[config.mk]
export PLATFORM = sky130hd
export DESIGN_NAME = lesr_top
export DESIGN_NICKNAME = d
export VERILOG_FILES = /design/src/inc/lesr_pkg.sv /design/src/inc/lesr_extended_line_status_if.sv /design/src/verilog/lesr_extended_line_status.sv /design/src/verilog/lesr_top.sv
export SDC_FILE = /design/constraint.sdc
export NUM_CORES = 1
export LEC_CHECK = 0
export ABC_AREA = 1
export BUFFER_PORTS_ARGS = -buffer_cell sky130_fd_sc_hd__buf_2
export CORE_ASPECT_RATIO = 1.1
export CORE_MARGIN = 2
export CORE_UTILIZATION = 50
export DETAILED_ROUTE_END_ITERATION = 16
export GPL_TIMING_DRIVEN = 0
export PLACE_DENSITY = 0.78
export SLEW_MARGIN = 5
export SYNTH_ARGS = -nofsm -noshare
export SYNTH_HDL_FRONTEND = slang
export SYNTH_HIERARCHICAL = 1
export SYNTH_SLANG_ARGS = --single-unit
[constraint.sdc]
create_clock -name mclk -period 1.15 [get_ports mclk]
set_input_delay 0 -clock mclk [delete_from_list [all_inputs] [get_ports mclk]]
set_output_delay 0 -clock mclk [all_outputs]
set_load 0.05 [all_outputs]
[src/inc/lesr_pkg.sv]
// Purpose: Shared constants and types of the line error status reporter
// Assumes: Status bytes are MSB-first, documented bit 0 sits in [7]
// Notes: Codes are {initial field, final field, flag}
package lesr_pkg;
	localparam logic [2:0] INIT_INTERNAL = 3'h6;
	localparam logic [2:0] INIT_HARDWARE = 3'h7;
	localparam logic [3:0] FINAL_CLOCK_FAIL = 4'h7;
	localparam logic [3:0] FINAL_EXT_VALID = 4'he;
	localparam logic [3:0] FINAL_NOT_ACCESSIBLE = 4'hf;
	localparam logic [7:0] STATUS_IDLE = 8'h00;
	localparam logic [7:0] STATUS_CLOCK_FAIL = 8'hce;
	localparam logic [7:0] STATUS_EXT_VALID = 8'hdc;
	localparam logic [7:0] STATUS_NOT_ACCESSIBLE = 8'hde;
	// Read/write, bus check, IO tag, halt, address tag, data tag
	localparam logic [7:0] HALT_MASK = 8'hde;
	localparam int LETTERS = 8;
	localparam int DMA_CAUSES = 6;
	localparam int BURST_BIT = 5;
	// Single causes a..h, then 1..6, then fault combinations and the catch-all codes
	localparam logic [7:0] EXT_A = 8'h02;
	localparam logic [7:0] EXT_B = 8'h12;
	localparam logic [7:0] EXT_C = 8'h10;
	localparam logic [7:0] EXT_D = 8'h22;
	localparam logic [7:0] EXT_E = 8'h04;
	localparam logic [7:0] EXT_F = 8'h14;
	localparam logic [7:0] EXT_G = 8'h28;
	localparam logic [7:0] EXT_H = 8'h4a;
	localparam logic [7:0] EXT_1 = 8'h0a;
	localparam logic [7:0] EXT_2 = 8'h1a;
	localparam logic [7:0] EXT_3 = 8'h08;
	localparam logic [7:0] EXT_4 = 8'h18;
	localparam logic [7:0] EXT_5 = 8'h2a;
	localparam logic [7:0] EXT_6 = 8'h3a;
	localparam logic [7:0] EXT_FG = 8'h06;
	localparam logic [7:0] EXT_FH = 8'h16;
	localparam logic [7:0] EXT_EF = 8'h24;
	localparam logic [7:0] EXT_EFG = 8'h34;
	localparam logic [7:0] EXT_2EFG = 8'h44;
	localparam logic [7:0] EXT_1EFG = 8'h5a;
	localparam logic [7:0] EXT_2G = 8'h6a;
	localparam logic [7:0] EXT_2H = 8'h7a;
	localparam logic [7:0] EXT_5EFG = 8'h9a;
	localparam logic [7:0] EXT_BURST_ANY = 8'haa;
	localparam logic [7:0] EXT_OTHER = 8'hba;
	localparam logic [7:0] EXT_NONE = 8'h00;
	typedef enum logic [1:0] {
		LINE_ACTIVE = 2'b00,
		LINE_DISABLED = 2'b01,
		LINE_NOOP = 2'b10
	} lesr_line_t;
	typedef enum logic [2:0] {
		CMD_SET_MODE = 3'b000,
		CMD_ENABLE = 3'b001,
		CMD_MONITOR_CALL = 3'b010,
		CMD_DIAL = 3'b011,
		CMD_OTHER = 3'b100
	} lesr_cmd_t;
endpackage : lesr_pkg

[src/inc/lesr_extended_line_status_if.sv]
// Purpose: Carries fault vectors into the extended status encoder
// Assumes: Purely combinational path inside one clock domain
// Notes: Letter faults a..h in bits 0..7, transfer faults 1..6 in 0..5
`timescale 1ns/1ps
interface lesr_ext_if;
	logic [lesr_pkg::LETTERS-1:0] letter_faults;
	logic [lesr_pkg::DMA_CAUSES-1:0] dma_faults;
	logic [7:0] ext_code;
	modport encoder (input letter_faults, input dma_faults, output ext_code);
	modport user (output letter_faults, output dma_faults, input ext_code);
endinterface : lesr_ext_if

[src/verilog/lesr_extended_line_status.sv]
// Purpose: Encodes storage and transfer faults into the extended status
// Assumes: Fault vectors are stable in the cycle they are used
// Notes: Unlisted combinations fall back to the catch-all code
`timescale 1ns/1ps
module lesr_ext_enc (
	lesr_ext_if.encoder bus
);
	function automatic logic [7:0] single_code(input logic [13:0] v);
		case (v)
			14'h0001: single_code = lesr_pkg::EXT_A;
			14'h0002: single_code = lesr_pkg::EXT_B;
			14'h0004: single_code = lesr_pkg::EXT_C;
			14'h0008: single_code = lesr_pkg::EXT_D;
			14'h0010: single_code = lesr_pkg::EXT_E;
			14'h0020: single_code = lesr_pkg::EXT_F;
			14'h0040: single_code = lesr_pkg::EXT_G;
			14'h0080: single_code = lesr_pkg::EXT_H;
			14'h0100: single_code = lesr_pkg::EXT_1;
			14'h0200: single_code = lesr_pkg::EXT_2;
			14'h0400: single_code = lesr_pkg::EXT_3;
			14'h0800: single_code = lesr_pkg::EXT_4;
			14'h1000: single_code = lesr_pkg::EXT_5;
			14'h2000: single_code = lesr_pkg::EXT_6;
			14'h0060: single_code = lesr_pkg::EXT_FG;
			14'h00a0: single_code = lesr_pkg::EXT_FH;
			14'h0030: single_code = lesr_pkg::EXT_EF;
			14'h0070: single_code = lesr_pkg::EXT_EFG;
			14'h0270: single_code = lesr_pkg::EXT_2EFG;
			14'h0170: single_code = lesr_pkg::EXT_1EFG;
			14'h0240: single_code = lesr_pkg::EXT_2G;
			14'h0280: single_code = lesr_pkg::EXT_2H;
			14'h1070: single_code = lesr_pkg::EXT_5EFG;
			default: single_code = lesr_pkg::EXT_OTHER;
		endcase
	endfunction : single_code

	logic [13:0] all_faults;
	assign all_faults = {bus.dma_faults, bus.letter_faults};

	always_comb begin
		if (all_faults == 14'h0000) begin
			bus.ext_code = lesr_pkg::EXT_NONE;
		end else if (bus.dma_faults[lesr_pkg::BURST_BIT] && (bus.letter_faults != 8'h00)) begin
			bus.ext_code = lesr_pkg::EXT_BURST_ANY;
		end else begin
			bus.ext_code = single_code(all_faults);
		end
	end
endmodule : lesr_ext_enc

[src/verilog/lesr_top.sv]
// Purpose: Builds line status on errors and the halt error record
// Assumes: All event inputs come from logic on mclk
// Notes: A held status blocks new status capture until it is read
`timescale 1ns/1ps
module lesr_top (
	input wire logic mclk,
	input wire logic rst_b,
	input wire logic high_speed_mode,
	input wire logic emulation_mode,
	input wire logic duplex_line,
	input wire logic autocall_iface,
	input wire logic err_valid,
	input wire logic err_hardware,
	input wire logic [3:0] err_cause,
	input wire logic err_flag,
	input wire logic err_iface,
	input wire logic dma_fault_valid,
	input wire logic [7:0] letter_faults,
	input wire logic [5:0] dma_faults,
	input wire logic attach_clock_fail,
	input wire logic local_attach_busy,
	input wire logic cmd_valid,
	input wire logic [2:0] cmd_code,
	input wire logic cmd_iface,
	input wire logic other_line_active,
	input wire logic status_read,
	input wire logic halt_signal,
	input wire logic prog_op_active,
	input wire logic [7:0] ext_reg02,
	input wire logic halt_read,
	output logic [7:0] line_comm_status,
	output logic [7:0] extended_line_status,
	output logic level2_irq,
	output logic level1_irq,
	output logic [7:0] halt_error_record_byte0,
	output logic [1:0] line_state,
	output logic [1:0] iface_end,
	output logic [1:0] iface_clear,
	output logic cmd_accept,
	output logic cmd_reject
);
	function automatic logic [7:0] make_status(input logic [2:0] init_f,
		input logic [3:0] final_f, input logic flag);
		make_status = {init_f, final_f, flag};
	endfunction : make_status

	logic [1:0] rst_sync_reg;
	logic rst_n;
	always_ff @(posedge mclk or negedge rst_b) begin
		if (!rst_b) begin
			rst_sync_reg <= 2'b00;
		end else begin
			rst_sync_reg <= {rst_sync_reg[0], 1'b1};
		end
	end
	assign rst_n = rst_sync_reg[1];

	lesr_ext_if ext_bus ();
	assign ext_bus.letter_faults = letter_faults;
	assign ext_bus.dma_faults = dma_faults;
	lesr_ext_enc u_ext (
		.bus(ext_bus.encoder)
	);

	logic [7:0] status_reg;
	logic [7:0] ext_reg;
	logic pending_reg;
	logic halt_pending_reg;
	logic [7:0] halt_rec_reg;
	lesr_pkg::lesr_line_t line_reg;
	logic restricted_reg;
	logic [1:0] end_reg;
	logic [1:0] clear_reg;
	logic accept_reg;
	logic reject_reg;

	logic ev_pair;
	logic ev_clk;
	logic ev_dma;
	logic ev_err;
	logic ev_any;
	logic ev_hw;
	logic ev_take;
	logic halt_ev;
	logic ev_iface;
	logic cmd_allowed;
	logic cmd_plain;
	logic [7:0] status_next;

	assign ev_pair = cmd_valid && (cmd_code == lesr_pkg::CMD_SET_MODE) && other_line_active;
	assign ev_clk = attach_clock_fail && local_attach_busy;
	assign ev_dma = dma_fault_valid && high_speed_mode;
	assign ev_err = err_valid && !(ev_pair || ev_clk || ev_dma);
	assign ev_any = ev_pair || ev_clk || ev_dma || err_valid;
	assign ev_hw = ev_err && err_hardware;
	// A read in the same cycle frees the holder, so that event is kept
	assign ev_take = ev_any && (!pending_reg || status_read);
	assign ev_iface = ev_pair ? cmd_iface : err_iface;
	assign halt_ev = halt_signal && prog_op_active;
	assign cmd_plain = cmd_valid && !ev_pair;

	always_comb begin
		if (ev_pair) begin
			status_next = make_status(lesr_pkg::INIT_INTERNAL, lesr_pkg::FINAL_NOT_ACCESSIBLE,
				1'b0);
		end else if (ev_clk) begin
			status_next = make_status(lesr_pkg::INIT_INTERNAL, lesr_pkg::FINAL_CLOCK_FAIL,
				1'b0);
		end else if (ev_dma) begin
			status_next = make_status(lesr_pkg::INIT_INTERNAL, lesr_pkg::FINAL_EXT_VALID,
				1'b0);
		end else if (ev_hw) begin
			// Cause code selects E2, EE, F2..FA when the flag is cleared
			status_next = make_status(lesr_pkg::INIT_HARDWARE, err_cause,
				err_flag && !high_speed_mode);
		end else begin
			status_next = make_status(lesr_pkg::INIT_INTERNAL, err_cause,
				err_flag && !high_speed_mode);
		end
	end

	always_comb begin
		case (cmd_code)
			lesr_pkg::CMD_SET_MODE: cmd_allowed = high_speed_mode;
			lesr_pkg::CMD_ENABLE: cmd_allowed = 1'b1;
			lesr_pkg::CMD_MONITOR_CALL: cmd_allowed = !high_speed_mode;
			lesr_pkg::CMD_DIAL: cmd_allowed = !high_speed_mode && autocall_iface;
			default: cmd_allowed = 1'b0;
		endcase
	end

	always_ff @(posedge mclk or negedge rst_n) begin
		if (!rst_n) begin
			status_reg <= lesr_pkg::STATUS_IDLE;
			ext_reg <= lesr_pkg::EXT_NONE;
		end else if (ev_take) begin
			status_reg <= status_next;
			ext_reg <= ev_dma && !ev_pair && !ev_clk ? ext_bus.ext_code
				: lesr_pkg::EXT_NONE;
		end
	end

	always_ff @(posedge mclk or negedge rst_n) begin
		if (!rst_n) begin
			pending_reg <= 1'b0;
		end else begin
			pending_reg <= ev_take || (pending_reg && !status_read);
		end
	end

	always_ff @(posedge mclk or negedge rst_n) begin
		if (!rst_n) begin
			end_reg <= 2'b00;
			clear_reg <= 2'b00;
		end else begin
			end_reg <= 2'b00;
			clear_reg <= 2'b00;
			if (ev_take) begin
				end_reg[ev_iface] <= 1'b1;
				// Other side is only cleared on duplex lines in network mode
				clear_reg[!ev_iface] <= duplex_line && !emulation_mode;
			end
		end
	end

	always_ff @(posedge mclk or negedge rst_n) begin
		if (!rst_n) begin
			line_reg <= lesr_pkg::LINE_ACTIVE;
		end else if (ev_any) begin
			// High speed scanner always disables, even in emulation mode
			line_reg <= (emulation_mode && !high_speed_mode) ? lesr_pkg::LINE_NOOP
				: lesr_pkg::LINE_DISABLED;
		end else if (cmd_plain && (cmd_code == lesr_pkg::CMD_ENABLE)) begin
			line_reg <= lesr_pkg::LINE_ACTIVE;
		end
	end

	always_ff @(posedge mclk or negedge rst_n) begin
		if (!rst_n) begin
			restricted_reg <= 1'b0;
		end else if (ev_any && (high_speed_mode || ev_hw)) begin
			restricted_reg <= 1'b1;
		end else if (cmd_plain && (cmd_code == lesr_pkg::CMD_ENABLE)) begin
			restricted_reg <= 1'b0;
		end
	end

	always_ff @(posedge mclk or negedge rst_n) begin
		if (!rst_n) begin
			accept_reg <= 1'b0;
			reject_reg <= 1'b0;
		end else begin
			accept_reg <= cmd_plain && (!restricted_reg || cmd_allowed);
			reject_reg <= ev_pair || (cmd_plain && restricted_reg && !cmd_allowed);
		end
	end

	always_ff @(posedge mclk or negedge rst_n) begin
		if (!rst_n) begin
			halt_rec_reg <= 8'h00;
		end else if (halt_ev && (!halt_pending_reg || halt_read)) begin
			halt_rec_reg <= ext_reg02 & lesr_pkg::HALT_MASK;
		end
	end

	always_ff @(posedge mclk or negedge rst_n) begin
		if (!rst_n) begin
			halt_pending_reg <= 1'b0;
		end else begin
			halt_pending_reg <= halt_ev || (halt_pending_reg && !halt_read);
		end
	end

	assign line_comm_status = status_reg;
	assign extended_line_status = ext_reg;
	assign level2_irq = pending_reg;
	assign level1_irq = halt_pending_reg;
	assign halt_error_record_byte0 = halt_rec_reg;
	assign line_state = line_reg;
	assign iface_end = end_reg;
	assign iface_clear = clear_reg;
	assign cmd_accept = accept_reg;
	assign cmd_reject = reject_reg;
endmodule : lesr_top
# Word-level counts from Yosys, hierarchy flattened
# Cells that the tools add are included.
[op_classes]
order_cmp = 4
eq_ne = 26
mux = 21
bitwise_logic = 1
reduce_logical = 53
[op_table]
columns = ["cell", "count"]
rows = [
  ["$pmux W8 S23", 1],
  ["$eq A14 B10 Y1 const B", 4],
  ["$mux W8", 6],
  ["$eq A14 B7 Y1 const B", 3],
  ["$eq A14 B13 Y1 const B", 2],
  ["$eq A14 B6 Y1 const B", 2],
  ["$eq A14 B8 Y1 const B", 2],
  ["$eq A14 B9 Y1 const B", 2],
  ["$logic_and A1 B1 Y1", 26],
  ["$eq A14 B1 Y1 const B", 1],
  ["$eq A14 B11 Y1 const B", 1],
  ["$eq A14 B12 Y1 const B", 1],
  ["$eq A14 B14 Y1 const B", 1],
  ["$eq A14 B2 Y1 const B", 1],
  ["$eq A14 B3 Y1 const B", 1],
  ["$eq A14 B4 Y1 const B", 1],
  ["$eq A14 B5 Y1 const B", 1],
  ["$logic_not A14 Y1", 1],
  ["$logic_not A1 Y1", 12],
  ["$logic_or A1 B1 Y1", 10],
  ["$mux W2", 5],
  ["$reduce_bool A8 Y1", 1],
  ["$eq A3 B2 Y1 const B", 2],
  ["$mux W6", 1],
  ["other kinds (9)", 17],
]
[word_totals]
register_bits = 35
inputBits = 49

# Logic depth before layout (Yosys ltp)
[logic_depth]
depth_word = 12
mapped_depth = 16

# Cells and area by module
# Netlist, hierarchy kept.
[by_module_without_submodules]
columns = ["mod", "instances", "cells_per_inst", "area_each_um2", "seq_area_each_um2"]
rows = [
  ["lesr_top", 1, 178, 1552.7, 850.8],
  ["lesr_ext_enc", 1, 160, 780.7, 0.0],
]

# Least setup slack after synthesis
# OpenSTA, ideal clock, no wires.
[synth_path]
path_kind = "register to register"
from = "register halt_pending_reg (netlist: level1_irq)"
to = "register halt_rec_reg[1] (netlist: halt_error_record_byte0[1])"
setup_ns = 0.125
t_arrival_ns = 1.277
t_required_ns = 1.025
path_slack_ns = -0.252
stages_incl_launch_ff = 4
path_buffers = 0
path_cell_list = "dfrtp_1 nand2_1 nand3_1 mux2_2"
[synth_between]
elab_chain_len = 3
[synth_lines]
columns = ["item", "line", "rtl"]
rows = [
  ["from (decl)", "lesr_top.sv:68", "logic halt_pending_reg;"],
  ["from (signal assigned)", "lesr_top.sv:210", "halt_pending_reg <= halt_ev || (halt_pending_reg && !halt_read);"],
  ["$logic_not A1 Y1", "lesr_top.sv:201", "end else if (halt_ev && (!halt_pending_reg || halt_read)) begin"],
  ["$logic_or A1 B1 Y1", "lesr_top.sv:201", ""],
  ["$logic_and A1 B1 Y1", "lesr_top.sv:201", ""],
  ["to (signal assigned)", "lesr_top.sv:202", "halt_rec_reg <= ext_reg02 & lesr_pkg::HALT_MASK;"],
  ["to (decl)", "lesr_top.sv:69", "logic [7:0] halt_rec_reg;"],
]
# Every way passes these cells.
# A chain may end at the register's enable or synchronous reset.

# Worst setup path after layout
[layout_path]
from = "input port dma_faults[3]"
to = "register ext_reg[4] (netlist: extended_line_status[4])"
[layout_between]
elab_chain_len = 5
elab_cells_between_ends = 28
classes_between = "eq/ne (23); mux (4); reduce/logical (1)"
[layout_lines]
columns = ["item", "line", "rtl"]
rows = [
  ["from (decl)", "lesr_top.sv:19", "input wire logic [5:0] dma_faults,"],
  ["$eq A14 B13 Y1, or another cell as far along", "lesr_extended_line_status.sv:9", "case (v)"],
  ["$pmux W8 S23", "lesr_extended_line_status.sv:9", ""],
  ["$mux W8", "lesr_extended_line_status.sv:43", "end else if (bus.dma_faults[lesr_pkg::BURST_BIT] && (bus.letter_faults != 8'h00)) begin"],
  ["$mux W8 (*)", "lesr_extended_line_status.sv:41", "if (all_faults == 14'h0000) begin"],
  ["named net ext_bus.ext_code[4]", "lesr_extended_line_status_if.sv:8", "logic [7:0] ext_code;"],
  ["$mux W8 (*)", "lesr_top.sv:138", "ext_reg <= ev_dma && !ev_pair && !ev_clk ? ext_bus.ext_code"],
  ["to (signal assigned)", "lesr_top.sv:135", "ext_reg <= lesr_pkg::EXT_NONE;"],
  ["to (signal assigned)", "lesr_top.sv:138", ""],
  ["to (decl)", "lesr_top.sv:66", "logic [7:0] ext_reg;"],
]
# Mark *: on every way through the listed nets, which the timed path passes. The rest lies on a longest branch.

==> metrics.log <==
[metrics] run status: complete, but fails checks
[metrics] violated checks: setup timing
[metrics] post-CTS clock slew at the launch and capture registers of the worst setup and hold paths: 0.07 ns
[metrics] placed wire-length estimate after detailed placement: 4.238 mm
[metrics] max-cap viol count: 0
[metrics] Net Sw Frac: 0.3528
[metrics] ys async rst share: 1.000
[metrics] Worst Max-Slew Pin Slew: 0.6799 ns
[metrics] total congestion overflow after global routing: 0
[metrics] initial antenna violation count: 0
[metrics] number of top-level pins: 83
[metrics] highest-count cells in the layout ignoring fill and taps: sky130_fd_sc_hd__nand2_1 (91), sky130_fd_sc_hd__buf_2 (69), sky130_fd_sc_hd__inv_1 (39)
[metrics] main combinational cell family by area after synthesis: simple AND/OR/NAND/NOR gates
[metrics] kind of start point of the critical path: input pin
[metrics] Critical Path RT: 1.37 ns
[metrics] unrepaired setup endpoints after global routing: yes
[metrics] total global routing track utilization: 0.2264
[metrics] number of levels in the clock H-tree: 2
[metrics] fraction of the mapped netlist area in compound gates: 0.03646
[metrics] DP Worst Slack: -0.4211 ns
[metrics] crit-path cells: buf_8 -> nor2_4 -> nand2_4 -> nor2_4 -> nand3_2 -> buf_6 -> nand2_2 -> nor2_1 -> nand3_1 -> nor2_2 -> a21oi_2 -> inv_1 -> nor2_1 -> nand3_1 -> nand2_1
[metrics] via-per-instance ratio: 4.893
[metrics] number of flip-flops and latches in the synthesized netlist: 34
[metrics] share of synthesized area spent on multiplexers: 0.02895
[metrics] arithmetic-cell share of the synthesized area counting full adders, half adders and majority gates: 0
[metrics] simple-gate share of the synthesized area: 0.4633
[metrics] Root Buffer: sky130_fd_sc_hd__clkbuf_8
[metrics] remaining max-slew budget at the tightest pin: 0.5467
[metrics] port bufs: 78
[metrics] post-detailed-placement cell area: 2848 sq um
[metrics] wire length per cell: 11.87 um
[metrics] Yosys Warn Count: 6
[metrics] share of final-layout standard cells stronger than drive strength 1: 0.4146
[metrics] synthesized netlist cell count: 338
[metrics] count of endpoints failing setup in the final report: 5
[metrics] TritonCTS clock tree: done
[metrics] highest-delay cell along the critical path: sky130_fd_sc_hd__nor2_4
[metrics] Setup crit end kind: flip-flop
[metrics] count of filler cells inserted in the layout: 370
[metrics] WHS: 0.0006672 ns
[metrics] CTS sink cnt: 34
[metrics] first-pass iteration count of the detailed router: 6
[metrics] leakage component of the power: 0.001915 uW
[metrics] most common cell after layout, fill and taps aside: sky130_fd_sc_hd__nand2_1
[metrics] drc violations: 0
[metrics] cell area after synthesis: 2333 sq um
[metrics] switching power: 1270 uW
[metrics] VDD IR-drop max: 0.6877 mV
[metrics] core box area: 4554 sq um
[metrics] final worst path period share: 1.072
[metrics] Layout Nets: 499
[metrics] vias post-DR: 2,481
[metrics] peak per-stage delay on the critical path: 0.23 ns
[metrics] crit path setup slack, layout: -0.08317 ns
[metrics] Die ar.: 5230 sq um
[metrics] post-synthesis cell type with the largest combined area: sky130_fd_sc_hd__dfrtp_1
[metrics] remaining antenna violation count: 0
[metrics] global-route wire length before repair: 9.673 mm
[metrics] Clock Tree Buf Depth: 2
[metrics] top cells by area in the synthesized netlist: sky130_fd_sc_hd__dfrtp_1 (36%), sky130_fd_sc_hd__nand2_1 (17%), sky130_fd_sc_hd__nor2_1 (7.1%), sky130_fd_sc_hd__inv_1 (6.9%), sky130_fd_sc_hd__nand3_1 (6.6%)
[metrics] Final Routed Wirelength: 6.020 mm
[metrics] post-synthesis xor/xnor area fraction: 0
[metrics] Slew Limit Fails: 0
[metrics] class of the most critical hold timing path: in2reg
[metrics] pin count of the biggest net entering global routing: 33
[metrics] latest clock arrival within the worst-skew pair: 0.28 ns
[metrics] ant diodes: 0
[metrics] PwrDens: 1083 nW/um^2
[metrics] part of the Yosys area used for sequential elements: 0.3646
[metrics] layout overhead on the synthesized area: 42.36%
[metrics] internal power: 2329 uW
[metrics] maximum clock frequency: 810.9 MHz
[metrics] GP Congestion: 0.8867
[metrics] Yosys top cell area share: 0.3646
[metrics] Synth cell types: 27
[metrics] max reg flops: 8
[metrics] logic gate share of total power: 0.320
[metrics] power share of the sequential group: 0.387
[metrics] number of global-route vias before repair: 2,244
[metrics] clock buffer count from CTS: 5
[metrics] multi-input logic area: 1389 sq um
[metrics] critical path data arrival time: 1.46 ns
[metrics] die height: 75.65 um
[metrics] Die W: 69.14 um
[metrics] count of flip-flops with a built-in enable after synthesis: 0
[metrics] path type of the worst setup path: in2reg
[metrics] initial core utilization: 0.5124
[metrics] final critical path time including I/O delays and setup: 1.233 ns
[metrics] Post-Route Skew: 0.006395 ns
[metrics] most common flop cell mapped by yosys: sky130_fd_sc_hd__dfrtp_1
[metrics] area of all sequential standard cells: 854.6 sq um
[metrics] hold violation total from the final report: 0
[metrics] post-synthesis average cell area: 6.904 sq um
[metrics] Iteration-0 DRC Markers: 91
[metrics] critical-path maximum fanout: 6
[metrics] portion of total power attributed to the clock network: 0.293
[metrics] final standard cell area without fillers: 3322 sq um
[metrics] cell row count: 26
worst paths after layout:
check,from,to,slack (ns),cells after the start
setup / recovery,dma_faults[3],extended_line_status[4],-0.08,15
max in group asynchronous,rst_sync_reg[1],level1_irq,0.35,0
min in group asynchronous,rst_b,rst_sync_reg[1],0.03,2
hold reg to reg,rst_sync_reg[1],iface_end[0],0.31,0
hold / removal,cmd_iface,iface_end[1],0.0007,3
setup reg to reg,level2_irq,extended_line_status[5],0.08,4
cells by family (layout without fill, tap and decap cells):
family / count (synthesis) / count (layout)
simple gates: 226 / 228
other cells: 3 / 4
buf+inv: 54 / 164
compound gates: 15 / 15
flops: 34 / 34
mux: 6 / 6
per-layer routing:
metal | GRT usage | routed length [um]
met4 | 0.04793 | 61
met2 | 0.4049 | 3064
met1 | 0.2902 | 2555
met3 | 0.04497 | 339
met5 | 0 | 0
worst max-delay path, delay by kind of cell:
kind            cells  cell delay [ns]
simple gates       11             1.07
buf+inv             3             0.28
compound gates      1             0.10
through the flow:
stage / power [uW] / instances / util / TNS [ns]
after floorplan: 2170 / 339 / - / -0.3372
after global placement: 2449 / 473 / 0.6253 / -7.973
after detailed placement: 2471 / 473 / 0.6253 / -10.70
after CTS: 3595 / 499 / 0.6962 / -0.09605
after global routing: 3795 / 507 / 0.7294 / -0.8661
final: 3599 / 507 / 0.7294 / -0.3796
cell type report:
class / instances / share of cell area
repair buffers: 102 / 0.2000
clock inverters: 1 / 0.009040
flip-flops and latches: 34 / 0.2573
inverters: 46 / 0.05198
clock buffers: 7 / 0.02298
multi-input cells: 253 / 0.4181
well taps: 56 / 0.02109
plain buffers: 8 / 0.01959
power by group through the flow:
stage | clock (uW) | sequential [uW] | combinational, uW
3_3_place_gp | 0 | 1410 | 1040
4_1_cts | 1090 | 1390 | 1110
3_5_place_dp | 0 | 1420 | 1050
2_1_floorplan | 0 | 1820 | 349
5_1_grt | 1150 | 1410 | 1230
6_report | 1060 | 1390 | 1150
Yosys cell counts (2+ instances only):
cell and n:
sky130_fd_sc_hd__nand2_4 3, sky130_fd_sc_hd__o21ai_0 8, sky130_fd_sc_hd__buf_6 2, sky130_fd_sc_hd__nand2_1 103, sky130_fd_sc_hd__buf_4 5, sky130_fd_sc_hd__inv_1 43
sky130_fd_sc_hd__nand2_2 9, sky130_fd_sc_hd__nor2_4 6, sky130_fd_sc_hd__nand3_2 4, sky130_fd_sc_hd__mux2_2 6, sky130_fd_sc_hd__nor2_1 44, sky130_fd_sc_hd__nor2_2 16
sky130_fd_sc_hd__nand3_1 31, sky130_fd_sc_hd__conb_1 3, sky130_fd_sc_hd__a21oi_1 4, sky130_fd_sc_hd__nor3_1 3, sky130_fd_sc_hd__nand4_1 3, sky130_fd_sc_hd__inv_2 3
sky130_fd_sc_hd__dfrtp_1 34
repair_timing:
item | 4_1_cts | 5_1_grt
hold endpoints to repair | 11 | 0
pin swaps | 25 | 23
endpoints found under the setup margin | 37 | 5
gates cloned | 2 | 0
hold buffers | 11 | 0
resized for setup | 21 | 30
buffers inserted | 5 | 8
No activity file was read; power rests on OpenSTA's default activity.
